## src/sts_pkg.sv

```systemverilog
// Constants and types for the scan trigger sequencer
// How it works
// RULE_01 - Sweep visits listed slots one to eight, ascending, skipping absent ones
// RULE_02 - A new initiate discards all readings of earlier scans
// RULE_03 - Empty list: initiate runs one internal meter reading, no channel switched
// RULE_04 - Host abort ends the scan in progress
// RULE_05 - Sweep start comes from timer, bus/key, initiate, external pulse or alarm
// RULE_06 - Timer period runs trigger to trigger; short periods sweep back to back
// RULE_07 - Interval programmable zero to 359,999 seconds in 1 ms steps
// RULE_08 - Sweeps repeat until abort or accepted triggers equal trigger count
// RULE_09 - Configure/measure command forces interval zero and count one
// RULE_10 - Factory reset zeroes interval; preset and card reset leave it
// RULE_11 - Each reading gets gain/offset scaling and limit check before storing
// RULE_12 - Bus mode waits for key press or remote trigger per sweep
// RULE_13 - Bus trigger rejected unless sequencer waits for trigger
// RULE_14 - Alarm mode starts a sweep when monitored reading crosses enabled limit
// RULE_15 - Digital alarms on pattern or pattern change, totalizer on count
// RULE_16 - Setting chooses single sweep or continuous sweeping on alarm
// RULE_17 - Monitored channel may be off-list but must be configured
// RULE_18 - External mode: one sweep per low-going pulse
// RULE_19 - One early external trigger held pending, later ones dropped silently
// RULE_20 - Readings accumulate across sweeps until count reached or abort
// RULE_21 - Trigger count one to 500,000 or continuous
// RULE_22 - Abort ends reading, keeps memory, no resume without new initiate
// RULE_23 - Memory overflow sets flag and overwrites oldest readings
// RULE_24 - Timer counts ms ticks and restarts on each accepted trigger
// RULE_25 - External input synchronised and falling edge detected before latch
package sts_pkg;
  localparam int STS_CLK_NS = 10;
  localparam int STS_TICK_MS = 1;
  localparam int STS_MS_CYC = STS_TICK_MS * 1000000 / STS_CLK_NS;
  localparam int STS_SLOTS = 8;
  localparam int STS_INT_MAX_S = 359999;
  localparam logic [28:0] STS_INT_MAX_MS = 29'(STS_INT_MAX_S * 1000);
  localparam logic [18:0] STS_TCNT_MAX = 19'h7A120;
  localparam logic [18:0] STS_TCNT_RST = 19'h00001;
  localparam logic [28:0] STS_INT_RST = 29'h0;
  localparam logic [15:0] STS_GAIN_RST = 16'h0100;
  localparam logic [15:0] STS_OFFS_RST = 16'h0000;
  localparam logic [3:0] STS_A_CTRL = 4'h0;
  localparam logic [3:0] STS_A_CFG = 4'h1;
  localparam logic [3:0] STS_A_LIST = 4'h2;
  localparam logic [3:0] STS_A_INTV = 4'h3;
  localparam logic [3:0] STS_A_TCNT = 4'h4;
  localparam logic [3:0] STS_A_STAT = 4'h5;
  localparam logic [3:0] STS_A_LIM = 4'h6;
  localparam logic [3:0] STS_A_SCALE = 4'h7;
  localparam logic [3:0] STS_A_MIDX = 4'h8;
  localparam logic [3:0] STS_A_MDATA = 4'h9;
  localparam logic [3:0] STS_A_MCNT = 4'hA;
  localparam int STS_C_INIT = 0;
  localparam int STS_C_ABORT = 1;
  localparam int STS_C_BUSTRG = 2;
  localparam int STS_C_KEY = 3;
  localparam int STS_C_CONF = 4;
  localparam int STS_C_FRST = 5;
  localparam int STS_C_PRESET = 6;
  localparam int STS_C_CARD = 7;
  localparam int STS_TCNT_CONT = 31;
  localparam int STS_S_REJ = 4;
  localparam int STS_S_OVF = 5;
  localparam logic [2:0] STS_SRC_TIMER = 3'h0;
  localparam logic [2:0] STS_SRC_BUS = 3'h1;
  localparam logic [2:0] STS_SRC_SOFT = 3'h2;
  localparam logic [2:0] STS_SRC_EXT = 3'h3;
  localparam logic [2:0] STS_SRC_ALARM = 3'h4;
  localparam logic [1:0] STS_ALM_LIMIT = 2'h0;
  localparam logic [1:0] STS_ALM_PAT = 2'h1;
  localparam logic [1:0] STS_ALM_CHG = 2'h2;
  localparam logic [1:0] STS_ALM_COUNT = 2'h3;
  typedef struct packed {
    logic [1:0] alm_kind;
    logic [2:0] mon_chan;
    logic       monitor_enable;
    logic       alm_cont;
    logic [2:0] src;
  } sts_cfg_type;
  localparam sts_cfg_type STS_CFG_RST = '0;
  typedef struct packed {
    logic        alarm;
    logic        internal;
    logic [2:0]  chan;
    logic [15:0] value;
  } sts_rd_type;
  typedef enum logic [1:0] {STS_IDLE, STS_WAITT, STS_MEAS, STS_FIN} sts_state_type;
endpackage

```

## src/sts_scan_trigger_sequencer.sv

```systemverilog
// Scan trigger sequencer with Avalon-MM register slave
`timescale 1ns/100ps
`default_nettype none
module sts_scan_trigger_sequencer
  import sts_pkg::*;
#(
  parameter int DEPTH    = 16,
  parameter int TICK_CYC = STS_MS_CYC
)(
  input  wire logic        sys_clk,
  input  wire logic        rst_b,
  input  wire logic [5:0]  avs_address,
  input  wire logic        avs_read,
  input  wire logic        avs_write,
  input  wire logic [31:0] avs_writedata,
  output logic      [31:0] avs_readdata,
  output logic             avs_waitrequest,
  input  wire logic        ext_trig_b,
  input  wire logic        meas_done,
  input  wire logic [15:0] meas_data,
  input  wire logic        mon_valid,
  input  wire logic [15:0] mon_data,
  output logic             chan_req,
  output logic [2:0]       chan_sel,
  output logic             internal_meas,
  output logic             meas_abort,
  output logic             scanning,
  output logic             waiting_trig,
  output logic             first_alarm_output
);
  localparam int AW = $clog2(DEPTH);

  initial begin
    if (DEPTH < 2 || (DEPTH & (DEPTH - 1)) != 0)
      $error("DEPTH must be a power of two, at least 2");
    if (TICK_CYC < 1)
      $error("TICK_CYC must be positive");
  end

  // Lowest listed slot at or above start, 4'h8 when none
  function automatic logic [3:0] next_slot(input logic [7:0] m, input logic [3:0] s);
    logic [3:0] r;
    r = 4'h8;
    for (int i = STS_SLOTS - 1; i >= 0; i--)
      if (m[i] && 4'(i) >= s)
        r = 4'(i);
    return r;
  endfunction

  logic rst_q1_reg, rst_sync_b;
  always_ff @(posedge sys_clk or negedge rst_b) begin
    if (!rst_b) begin
      rst_q1_reg <= 1'b0;
      rst_sync_b <= 1'b0;
    end else begin
      rst_q1_reg <= 1'b1;
      rst_sync_b <= rst_q1_reg;
    end
  end

  sts_state_type st_reg;
  sts_cfg_type   cfg_reg;
  logic [7:0]  list_reg, conf_reg;
  logic [28:0] intv_reg, elap_reg;
  logic [18:0] tcnt_reg, acc_reg;
  logic        cont_reg, rej_reg, ovf_reg;
  logic [15:0] lim_reg, gain_reg, offs_reg, mprev_reg;
  logic [AW-1:0] midx_reg, wptr_reg;
  logic [AW:0]   mcnt_reg;
  logic        wait_reg;
  logic [31:0] rdat_reg;
  logic [2:0]  cur_reg;
  logic        req_reg, int_reg, abt_reg, alm_out_reg;
  logic        ext1_reg, ext2_reg, ext3_reg, pend_reg;
  logic        almp_reg, almrun_reg, mprev_ok_reg;
  logic [$clog2(TICK_CYC+1)-1:0] div_reg;
  logic        tick;
  sts_rd_type  mem [DEPTH];

  // Avalon handshake: request seen, then one cycle with waitrequest low
  wire acc_cyc = (avs_read || avs_write) && !wait_reg;
  wire wr_cyc = avs_write && !wait_reg;
  wire [3:0] widx = avs_address[5:2];
  wire ctl_wr = wr_cyc && widx == STS_A_CTRL;
  wire init_p = ctl_wr && avs_writedata[STS_C_INIT];
  wire abort_p = ctl_wr && avs_writedata[STS_C_ABORT];
  wire bus_p = ctl_wr && (avs_writedata[STS_C_BUSTRG] || avs_writedata[STS_C_KEY]);
  wire conf_p = ctl_wr && avs_writedata[STS_C_CONF];
  wire frst_p = ctl_wr && avs_writedata[STS_C_FRST];

  always_ff @(posedge sys_clk or negedge rst_sync_b) begin
    if (!rst_sync_b)
      wait_reg <= 1'b1;
    else if (!wait_reg)
      wait_reg <= 1'b1;
    else if (avs_read || avs_write)
      wait_reg <= 1'b0;
  end

  wire [AW-1:0] phys = wptr_reg - mcnt_reg[AW-1:0] + midx_reg;
  wire [31:0] stat_word = {24'h0, 2'b0, ovf_reg, rej_reg, 1'b0, pend_reg, st_reg};

  always_ff @(posedge sys_clk or negedge rst_sync_b) begin
    if (!rst_sync_b)
      rdat_reg <= 32'h0;
    else if ((avs_read || avs_write) && wait_reg) begin
      unique case (widx)
        STS_A_CFG: rdat_reg <= 32'(cfg_reg);
        STS_A_LIST: rdat_reg <= {16'h0, conf_reg, list_reg};
        STS_A_INTV: rdat_reg <= {3'h0, intv_reg};
        STS_A_TCNT: rdat_reg <= {cont_reg, 12'h0, tcnt_reg};
        STS_A_STAT: rdat_reg <= stat_word;
        STS_A_LIM: rdat_reg <= {16'h0, lim_reg};
        STS_A_SCALE: rdat_reg <= {offs_reg, gain_reg};
        STS_A_MIDX: rdat_reg <= 32'(midx_reg);
        STS_A_MDATA: rdat_reg <= 32'(mem[phys]);
        STS_A_MCNT: rdat_reg <= 32'(mcnt_reg);
        default: rdat_reg <= 32'h0;
      endcase
    end
  end

  // Configuration registers
  always_ff @(posedge sys_clk or negedge rst_sync_b) begin
    if (!rst_sync_b) begin
      cfg_reg <= STS_CFG_RST;
      list_reg <= 8'h00;
      conf_reg <= 8'h00;
      lim_reg <= 16'h0000;
      gain_reg <= STS_GAIN_RST;
      offs_reg <= STS_OFFS_RST;
      midx_reg <= '0;
    end else if (frst_p) begin
      cfg_reg <= STS_CFG_RST;
      list_reg <= 8'h00;
      gain_reg <= STS_GAIN_RST;
      offs_reg <= STS_OFFS_RST;
    end else if (wr_cyc) begin
      unique case (widx)
        STS_A_CFG: cfg_reg <= sts_cfg_type'(avs_writedata[9:0]);
        STS_A_LIST: {conf_reg, list_reg} <= avs_writedata[15:0];
        STS_A_LIM: lim_reg <= avs_writedata[15:0];
        STS_A_SCALE: {offs_reg, gain_reg} <= avs_writedata;
        STS_A_MIDX: midx_reg <= avs_writedata[AW-1:0];
        default: ;
      endcase
    end
  end

  // RULE_07 RULE_09 RULE_10 interval and count
  // Preset and card reset commands deliberately touch neither
  always_ff @(posedge sys_clk or negedge rst_sync_b) begin
    if (!rst_sync_b) begin
      intv_reg <= STS_INT_RST;
      tcnt_reg <= STS_TCNT_RST;
      cont_reg <= 1'b0;
    end else if (conf_p || frst_p) begin
      intv_reg <= STS_INT_RST;
      tcnt_reg <= STS_TCNT_RST;
      cont_reg <= 1'b0;
    end else if (wr_cyc && widx == STS_A_INTV) begin
      intv_reg <= avs_writedata[28:0] > STS_INT_MAX_MS ? STS_INT_MAX_MS : avs_writedata[28:0];
    end else if (wr_cyc && widx == STS_A_TCNT) begin
      // RULE_21 count range
      cont_reg <= avs_writedata[STS_TCNT_CONT];
      if (avs_writedata[18:0] == 19'h0)
        tcnt_reg <= STS_TCNT_RST;
      else if (avs_writedata[18:0] > STS_TCNT_MAX)
        tcnt_reg <= STS_TCNT_MAX;
      else
        tcnt_reg <= avs_writedata[18:0];
    end
  end

  // RULE_25 external trigger synchroniser and edge
  always_ff @(posedge sys_clk or negedge rst_sync_b) begin
    if (!rst_sync_b) begin
      ext1_reg <= 1'b1;
      ext2_reg <= 1'b1;
      ext3_reg <= 1'b1;
    end else begin
      ext1_reg <= ext_trig_b;
      ext2_reg <= ext1_reg;
      ext3_reg <= ext2_reg;
    end
  end
  wire ext_fall = ext3_reg && !ext2_reg;

  wire running = st_reg != STS_IDLE;
  wire src_ext = cfg_reg.src == STS_SRC_EXT;
  wire src_alm = cfg_reg.src == STS_SRC_ALARM;
  wire in_wait = st_reg == STS_WAITT;

  // RULE_17 monitoring needs a configured channel
  wire mon_ok = cfg_reg.monitor_enable && conf_reg[cfg_reg.mon_chan];
  logic alm_hit;
  // RULE_14 RULE_15 alarm kinds on the monitored channel
  always_comb begin
    unique case (cfg_reg.alm_kind)
      STS_ALM_LIMIT: alm_hit = mprev_ok_reg && mon_data > lim_reg && mprev_reg <= lim_reg;
      STS_ALM_PAT: alm_hit = mon_data == lim_reg;
      STS_ALM_CHG: alm_hit = mprev_ok_reg && mon_data != mprev_reg;
      STS_ALM_COUNT: alm_hit = mprev_ok_reg && mon_data >= lim_reg && mprev_reg < lim_reg;
    endcase
  end
  wire alm_ev = mon_valid && mon_ok && alm_hit;

  always_ff @(posedge sys_clk or negedge rst_sync_b) begin
    if (!rst_sync_b) begin
      mprev_reg <= 16'h0;
      mprev_ok_reg <= 1'b0;
      alm_out_reg <= 1'b0;
    end else begin
      alm_out_reg <= alm_ev;
      if (mon_valid && mon_ok) begin
        mprev_reg <= mon_data;
        mprev_ok_reg <= 1'b1;
      end else if (!mon_ok) begin
        mprev_ok_reg <= 1'b0;
      end
    end
  end

  // RULE_24 millisecond tick and trigger-aligned elapsed time
  always_ff @(posedge sys_clk or negedge rst_sync_b) begin
    if (!rst_sync_b)
      div_reg <= '0;
    else if (tick)
      div_reg <= '0;
    else
      div_reg <= div_reg + 1'b1;
  end
  assign tick = div_reg == ($bits(div_reg))'(TICK_CYC - 1);

  wire timer_due = elap_reg >= intv_reg;
  logic go;
  // RULE_05 trigger source select
  always_comb begin
    unique case (cfg_reg.src)
      // RULE_06 due stays set, so late sweeps restart at once
      STS_SRC_TIMER: go = timer_due;
      // RULE_12 key or remote trigger
      STS_SRC_BUS: go = bus_p;
      STS_SRC_SOFT: go = 1'b1;
      // RULE_18 one sweep per pulse
      STS_SRC_EXT: go = pend_reg;
      STS_SRC_ALARM: go = almp_reg || almrun_reg;
      default: go = 1'b0;
    endcase
  end
  wire accept = in_wait && go && !abort_p;

  always_ff @(posedge sys_clk or negedge rst_sync_b) begin
    if (!rst_sync_b)
      elap_reg <= 29'h0;
    else if (accept)
      elap_reg <= 29'h0;
    else if (init_p && !running)
      elap_reg <= STS_INT_MAX_MS;
    else if (tick && elap_reg != STS_INT_MAX_MS)
      elap_reg <= elap_reg + 29'h1;
  end

  // RULE_19 one-deep pending external trigger
  always_ff @(posedge sys_clk or negedge rst_sync_b) begin
    if (!rst_sync_b)
      pend_reg <= 1'b0;
    else if (ext_fall && running && src_ext)
      pend_reg <= 1'b1;
    else if (accept || !running)
      pend_reg <= 1'b0;
  end

  // RULE_16 single sweep per alarm or continuous after first
  always_ff @(posedge sys_clk or negedge rst_sync_b) begin
    if (!rst_sync_b) begin
      almp_reg <= 1'b0;
      almrun_reg <= 1'b0;
    end else begin
      if (alm_ev && running && src_alm)
        almp_reg <= 1'b1;
      else if (accept || !running)
        almp_reg <= 1'b0;
      if (alm_ev && running && src_alm && cfg_reg.alm_cont)
        almrun_reg <= 1'b1;
      else if (!running)
        almrun_reg <= 1'b0;
    end
  end

  // RULE_13 bus trigger outside wait state is refused
  always_ff @(posedge sys_clk or negedge rst_sync_b) begin
    if (!rst_sync_b)
      rej_reg <= 1'b0;
    else if (bus_p && (!in_wait || cfg_reg.src != STS_SRC_BUS))
      rej_reg <= 1'b1;
    else if (wr_cyc && widx == STS_A_STAT && avs_writedata[STS_S_REJ])
      rej_reg <= 1'b0;
  end

  wire [3:0] nxt = next_slot(list_reg, 4'(cur_reg) + 4'h1);
  wire [3:0] first = next_slot(list_reg, 4'h0);
  wire stored = st_reg == STS_MEAS && meas_done && !abort_p;
  wire done_cnt = !cont_reg && acc_reg == tcnt_reg;

  // Sweep sequencing
  always_ff @(posedge sys_clk or negedge rst_sync_b) begin
    if (!rst_sync_b) begin
      st_reg <= STS_IDLE;
      cur_reg <= 3'h0;
      req_reg <= 1'b0;
      int_reg <= 1'b0;
      abt_reg <= 1'b0;
      acc_reg <= 19'h0;
    end else begin
      req_reg <= 1'b0;
      abt_reg <= 1'b0;
      if (abort_p) begin
        // RULE_04 RULE_22 abort drops to idle, memory kept
        if (running)
          abt_reg <= 1'b1;
        st_reg <= STS_IDLE;
        int_reg <= 1'b0;
      end else begin
        unique case (st_reg)
          STS_IDLE: if (init_p) begin
            acc_reg <= 19'h0;
            st_reg <= STS_WAITT;
          end
          STS_WAITT: if (accept) begin
            acc_reg <= acc_reg + 19'h1;
            req_reg <= 1'b1;
            st_reg <= STS_MEAS;
            // RULE_03 empty list uses internal meter
            int_reg <= list_reg == 8'h00;
            // RULE_01 start at lowest listed slot
            cur_reg <= list_reg == 8'h00 ? 3'h0 : first[2:0];
          end
          STS_MEAS: if (meas_done) begin
            if (nxt[3] || int_reg) begin
              st_reg <= STS_FIN;
            end else begin
              // RULE_01 next listed slot ascending
              cur_reg <= nxt[2:0];
              req_reg <= 1'b1;
            end
          end
          // RULE_08 stop at trigger count
          STS_FIN: st_reg <= done_cnt ? STS_IDLE : STS_WAITT;
        endcase
      end
    end
  end

  // RULE_11 gain and offset scaling plus limit flag
  wire signed [31:0] prod = $signed(meas_data) * $signed(gain_reg);
  wire [15:0] scaled = prod[23:8] + offs_reg;
  sts_rd_type rd_new;
  assign rd_new = '{alarm: scaled > lim_reg, internal: int_reg, chan: cur_reg, value: scaled};

  always_ff @(posedge sys_clk) begin
    if (stored)
      mem[wptr_reg] <= rd_new;
  end

  // RULE_02 RULE_20 RULE_23 memory pointer and overflow
  always_ff @(posedge sys_clk or negedge rst_sync_b) begin
    if (!rst_sync_b) begin
      wptr_reg <= '0;
      mcnt_reg <= '0;
      ovf_reg <= 1'b0;
    end else if (stored) begin
      wptr_reg <= wptr_reg + 1'b1;
      if (mcnt_reg == (AW+1)'(DEPTH))
        ovf_reg <= 1'b1;
      else
        mcnt_reg <= mcnt_reg + 1'b1;
    end else if (init_p && !running) begin
      wptr_reg <= '0;
      mcnt_reg <= '0;
      ovf_reg <= 1'b0;
    end
  end

  logic scan_reg, waitt_reg;
  always_ff @(posedge sys_clk or negedge rst_sync_b) begin
    if (!rst_sync_b) begin
      scan_reg <= 1'b0;
      waitt_reg <= 1'b0;
    end else begin
      scan_reg <= running;
      waitt_reg <= in_wait;
    end
  end

  assign avs_readdata = rdat_reg;
  assign avs_waitrequest = wait_reg;
  assign chan_req = req_reg;
  assign chan_sel = cur_reg;
  assign internal_meas = int_reg;
  assign meas_abort = abt_reg;
  assign scanning = scan_reg;
  assign waiting_trig = waitt_reg;
  assign first_alarm_output = alm_out_reg;
endmodule
`default_nettype wire

```

## config.mk

```make
export PLATFORM = sky130hd
export DESIGN_NAME = sts_scan_trigger_sequencer
export DESIGN_NICKNAME = d
export VERILOG_FILES = /design/src/sts_pkg.sv /design/src/sts_scan_trigger_sequencer.sv
export SDC_FILE = /design/constraint.sdc
export NUM_CORES = 2
export LEC_CHECK = 0
export ABC_AREA = 1
export ABC_CLOCK_PERIOD_IN_PS = 16560
export BUFFER_PORTS_ARGS = -buffer_cell sky130_fd_sc_hd__buf_2
export CELL_PAD_IN_SITES_DETAIL_PLACEMENT = 1
export CELL_PAD_IN_SITES_GLOBAL_PLACEMENT = 1
export CORE_MARGIN = 8
export CORE_UTILIZATION = 43
export CTS_CLUSTER_SIZE = 10
export DETAILED_ROUTE_END_ITERATION = 12
export PLACE_DENSITY = 0.81
export SETUP_SLACK_MARGIN = 0.5
export SYNTH_ARGS = -nofsm -noshare
export SYNTH_HDL_FRONTEND = slang
export SYNTH_SLANG_ARGS = --single-unit
export TNS_END_PERCENT = 50
```

## constraint.sdc

```tcl
create_clock -name sys_clk -period 16.56 [get_ports sys_clk]
set_input_delay 1.656 -clock sys_clk [delete_from_list [all_inputs] [get_ports sys_clk]]
set_output_delay 1.656 -clock sys_clk [all_outputs]
set_load 0.03 [all_outputs]
```

==> flow_summary.json <==
{
  "worst-endpoint-required_ps": 16800,
  "critical_path_arrival_ps": 10630,
  "fmax_ghz": 0.09625,
  "r2r_setup_slk_ps": 6540,
  "crit-reg2reg-launch": "gain_reg[6]",
  "fraction_of_the_cycle_the_final_worst_path_needs_pct": 62.74,
  "port_buffers": 116,
  "area_growth_pct": 10.30,
  "cts_tree": "built",
  "layout_setup_ws_ps": 6171,
  "detail-route-antenna-nets": 0,
  "critical_path_buf_inv_count": 8,
  "cts.clk_slew.worst_paths_ps": 60,
  "criticalPathCategory": "in -> reg",
  "postCtsResizedCells": 0,
  "clockRootBuffer": "clkbuf_16",
  "max-clock-path-buffers": 3,
  "critPathTopFamily": "adder cells",
  "top_register": "mem",
  "gpl.final_weighted_congestion": 0.9314,
  "synth-seq-area-share_pct": 43.64,
  "routed-via-count": 31100,
  "run_status": "finished, final reports clean",
  "grt.total_usage_pct": 24.72,
  "number_of_global_route_vias_before_repair": 33120,
  "fp.dieW_um": 316.2,
  "ff2ff_path_depth": 37,
  "remaining_global_route_overflow": 0,
  "synth.avg_cell_area_um2": 9.108,
  "holdCritPathClass": "reg -> reg",
  "critical-path-top-cell-by-count": "inv_1",
  "final-setup-viol-count": 0,
  "cts_inserted_buffers": 72,
  "drt_first_pass_iters": 7,
  "wire_per_inst_um": 22.45,
  "viasPerCell": 5.591,
  "grt_setup_unrepaired": "no",
  "top_level_ports": 119,
  "timing.final.max_slew_violations": 0,
  "synth.ff_latch_count": 608,
  "postCtsHoldBufs": 0,
  "largest_net_degree_at_the_start_of_global_routing": 169,
  "grt_pass1_wl_um": 191000,
  "ys_warn_count": 0,
  "synthDistinctLibCells": 63,
  "detailed_place_hpwl_um": 89700,
  "finalHoldViolCount": 0,
  "antenna_found_initial": 6,
  "syn-instance-count": 4253,
  "post_cts_buffers": 0,
  "h_tree_lvls": 3,
  "synthesis.nets": 4707,
  "worst_hold_path.num_cells": 0,
  "area_inside_the_core_boundary_um2": 89600,
  "endpoint_of_the_lowest_slack_register_to_register_path": "mem[6][20]",
  "critical_path.max_fanout": 17,
  "finalCriticalPeriod_ps": 10390,
  "detail_route.drc_violations": 0,
  "cap_viol_max_count": 0,
  "drt-total-wl_um": 124900,
  "totalNegativeSetupSlack_ps": 0,
  "dp_slack_ps": 5744,
  "syn_area_um2": 38740,
  "post_route_cells_drive_above_1_share_pct": 9.377,
  "die_h_um": 316.2,
  "die_area_um2": 99950,
  "largest_register_ff_count": 336,
  "final_setup_skew_ps": 18.93,
  "synth_flop_cell": "edfxtp_1",
  "max-slew-margin-rel_pct": 14.00,
  "max_stage_delay_on_crit_path_ps": 930,
  "placementRows": 110,
  "startpoint_type": "primary input",
  "synth_edf_count": 336,
  "timing.critical_path.to_type": "flop",
  "hold_path.startpoint": "rst_q1_reg",
  "clock_latency_ps": 620,
  "critical_path.slowest_cell": "a22oi_1",
  "num-nets-final": 4789,
  "tightest_slew_ps": 1272,
  "num-fill-cells": 10330,
  "start_util_pct": 43.24,
  "cts.sink_count": 608,
  "drt_iter0_drc": 2512,
  "hold_critical_path_endpoint": "rst_sync_b",
  "async_flop_share_pct": 44.74
}
==> area by class of cell <==
cell class | instances | area (µm²) | share of cell area (%)
Timing Repair Buffer | 164 | 953.4 | 2.231
Inverter | 694 | 2608 | 6.103
Tap cell | 1176 | 1471 | 3.444
Antenna cell | 4 | 10.01 | 0.02343
Sequential cell | 608 | 16910 | 39.57
Clock buffer | 115 | 2014 | 4.715
Clock inverter | 7 | 116.4 | 0.2723
Multi-Input combinational cell | 2795 | 18650 | 43.64
==> per-stage QoR <==
step           hold slack (ps)  instance area [µm²]  utilization, %  std cells
2_1_floorplan            331.2                38740               -       4253
3_3_place_gp             334.2                40590           45.30       5437
3_5_place_dp             338.1                40590           45.30       5437
4_1_cts                  352.4                42720           47.68       5559
5_1_grt                  356.7                42720           47.68       5560
6_report                 349.3                42730           47.69       5563
==> worst max-delay path by stage <==
stage / startpoint / end / depth (start not counted)
floorplan: meas_data[8] / mem[0][20] / 36
global placement: meas_data[5] / mem[6][20] / 35
detailed placement: meas_data[5] / mem[4][20] / 35
CTS: meas_data[5] / mem[6][20] / 35
global route: meas_data[0] / mem[6][20] / 33
finish: meas_data[5] / mem[6][20] / 35
==> placed cells by master (no fill, tap or decap), types with 6 or more instances in the layout <==
| master | netlist | routed |
|---|---|---|
| buf_4 | 11 | 47 |
| nor2_2 | 8 | 24 |
| inv_1 | 684 | 684 |
| o21ai_1 | 9 | 8 |
| nor2_1 | 184 | 168 |
| ha_1 | 187 | 186 |
| a21o_1 | 8 | 8 |
| o22ai_1 | 63 | 63 |
| o221ai_1 | 12 | 12 |
| nor3_1 | 48 | 48 |
| o21bai_1 | 7 | 7 |
| xor2_1 | 54 | 53 |
| nand4_1 | 68 | 68 |
| clkbuf_16 | 0 | 73 |
| or2_2 | 8 | 8 |
| o21ai_0 | 285 | 285 |
| nor4_1 | 16 | 15 |
| mux2_2 | 91 | 91 |
| a21oi_1 | 138 | 138 |
| inv_2 | 6 | 6 |
| clkbuf_1 | 91 | 39 |
| nand2_1 | 1083 | 1083 |
| edfxtp_1 | 336 | 336 |
| fa_1 | 190 | 189 |
| a211oi_1 | 9 | 9 |
| buf_2 | 38 | 116 |
| nand3b_1 | 9 | 9 |
| mux2i_1 | 84 | 84 |
| xnor2_1 | 27 | 27 |
| o211ai_1 | 9 | 9 |
| dfstp_2 | 6 | 6 |
| a221oi_1 | 6 | 6 |
| dfrtp_1 | 266 | 265 |
| nand3_1 | 141 | 141 |
==> cells by family after synthesis <==
group / after synthesis / share of synthesized area [%]
AO/OA/AOI/OAI: 574 / 8.307
buffers and inverters: 850 / 8.511
AND/OR/NAND/NOR: 1586 / 16.99
adder cells (fa/ha/maj): 377 / 15.86
flip-flops: 608 / 43.64
multiplexers: 175 / 4.816
XOR/XNOR: 82 / 1.873
other: 1 / 0.009680
==> per-layer routing <==
layer | vias to the layer above | wire length (µm) | GRT usage [%]
li1 | 14030 | - | -
met4 | 6 | 5515 | 10.38
met1 | 15710 | 51210 | 31.29
met3 | 282 | 7612 | 3.752
met5 | - | 41 | 0
met2 | 1078 | 60530 | 42.13
==> worst reg2reg max path, delay by kind of cell, from the launching register on <==
kind                       cells  cell delay, ps
buffers and inverters          5             280
DFF                            1            1050
AOI/OAI and AO/OA              5            1560
and+or+nand+nor               18            2250
adders and majority gates      9            4450
==> Yosys cell counts (3+ instances only) <==
cell type	number	area, µm²
a211oi_1	9	67.56
a21o_1	8	60.06
a21oi_1	138	690.7
a21oi_2	3	26.28
a221oi_1	6	52.55
a31oi_1	4	25.02
buf_1	14	52.55
buf_2	38	190.2
buf_4	11	82.58
clkbuf_1	91	341.6
clkinv_1	3	11.26
dfrtp_1	266	6656
dfstp_2	6	157.7
edfxtp_1	336	10090
fa_1	190	3804
ha_1	187	2340
inv_1	684	2567
inv_2	6	22.52
mux2_2	91	1025
mux2i_1	84	840.8
nand2_1	1083	4065
nand2_2	4	25.02
nand3_1	141	705.7
nand3b_1	9	67.56
nand4_1	68	425.4
nor2_1	184	690.7
nor2_2	8	50.05
nor2_4	4	45.04
nor3_1	48	240.2
nor4_1	16	100.1
o2111ai_1	5	43.79
o211ai_1	9	67.56
o21a_1	5	37.54
o21ai_0	285	1426
o21ai_1	9	45.04
o21bai_1	7	52.55
o221ai_1	12	105.1
o22ai_1	63	394.1
or2_2	8	50.05
xnor2_1	27	236.5
xor2_1	54	473.0
Power is not shown: default switching activity piles up to over one toggle a cycle in this logic, so the estimate is an artifact.
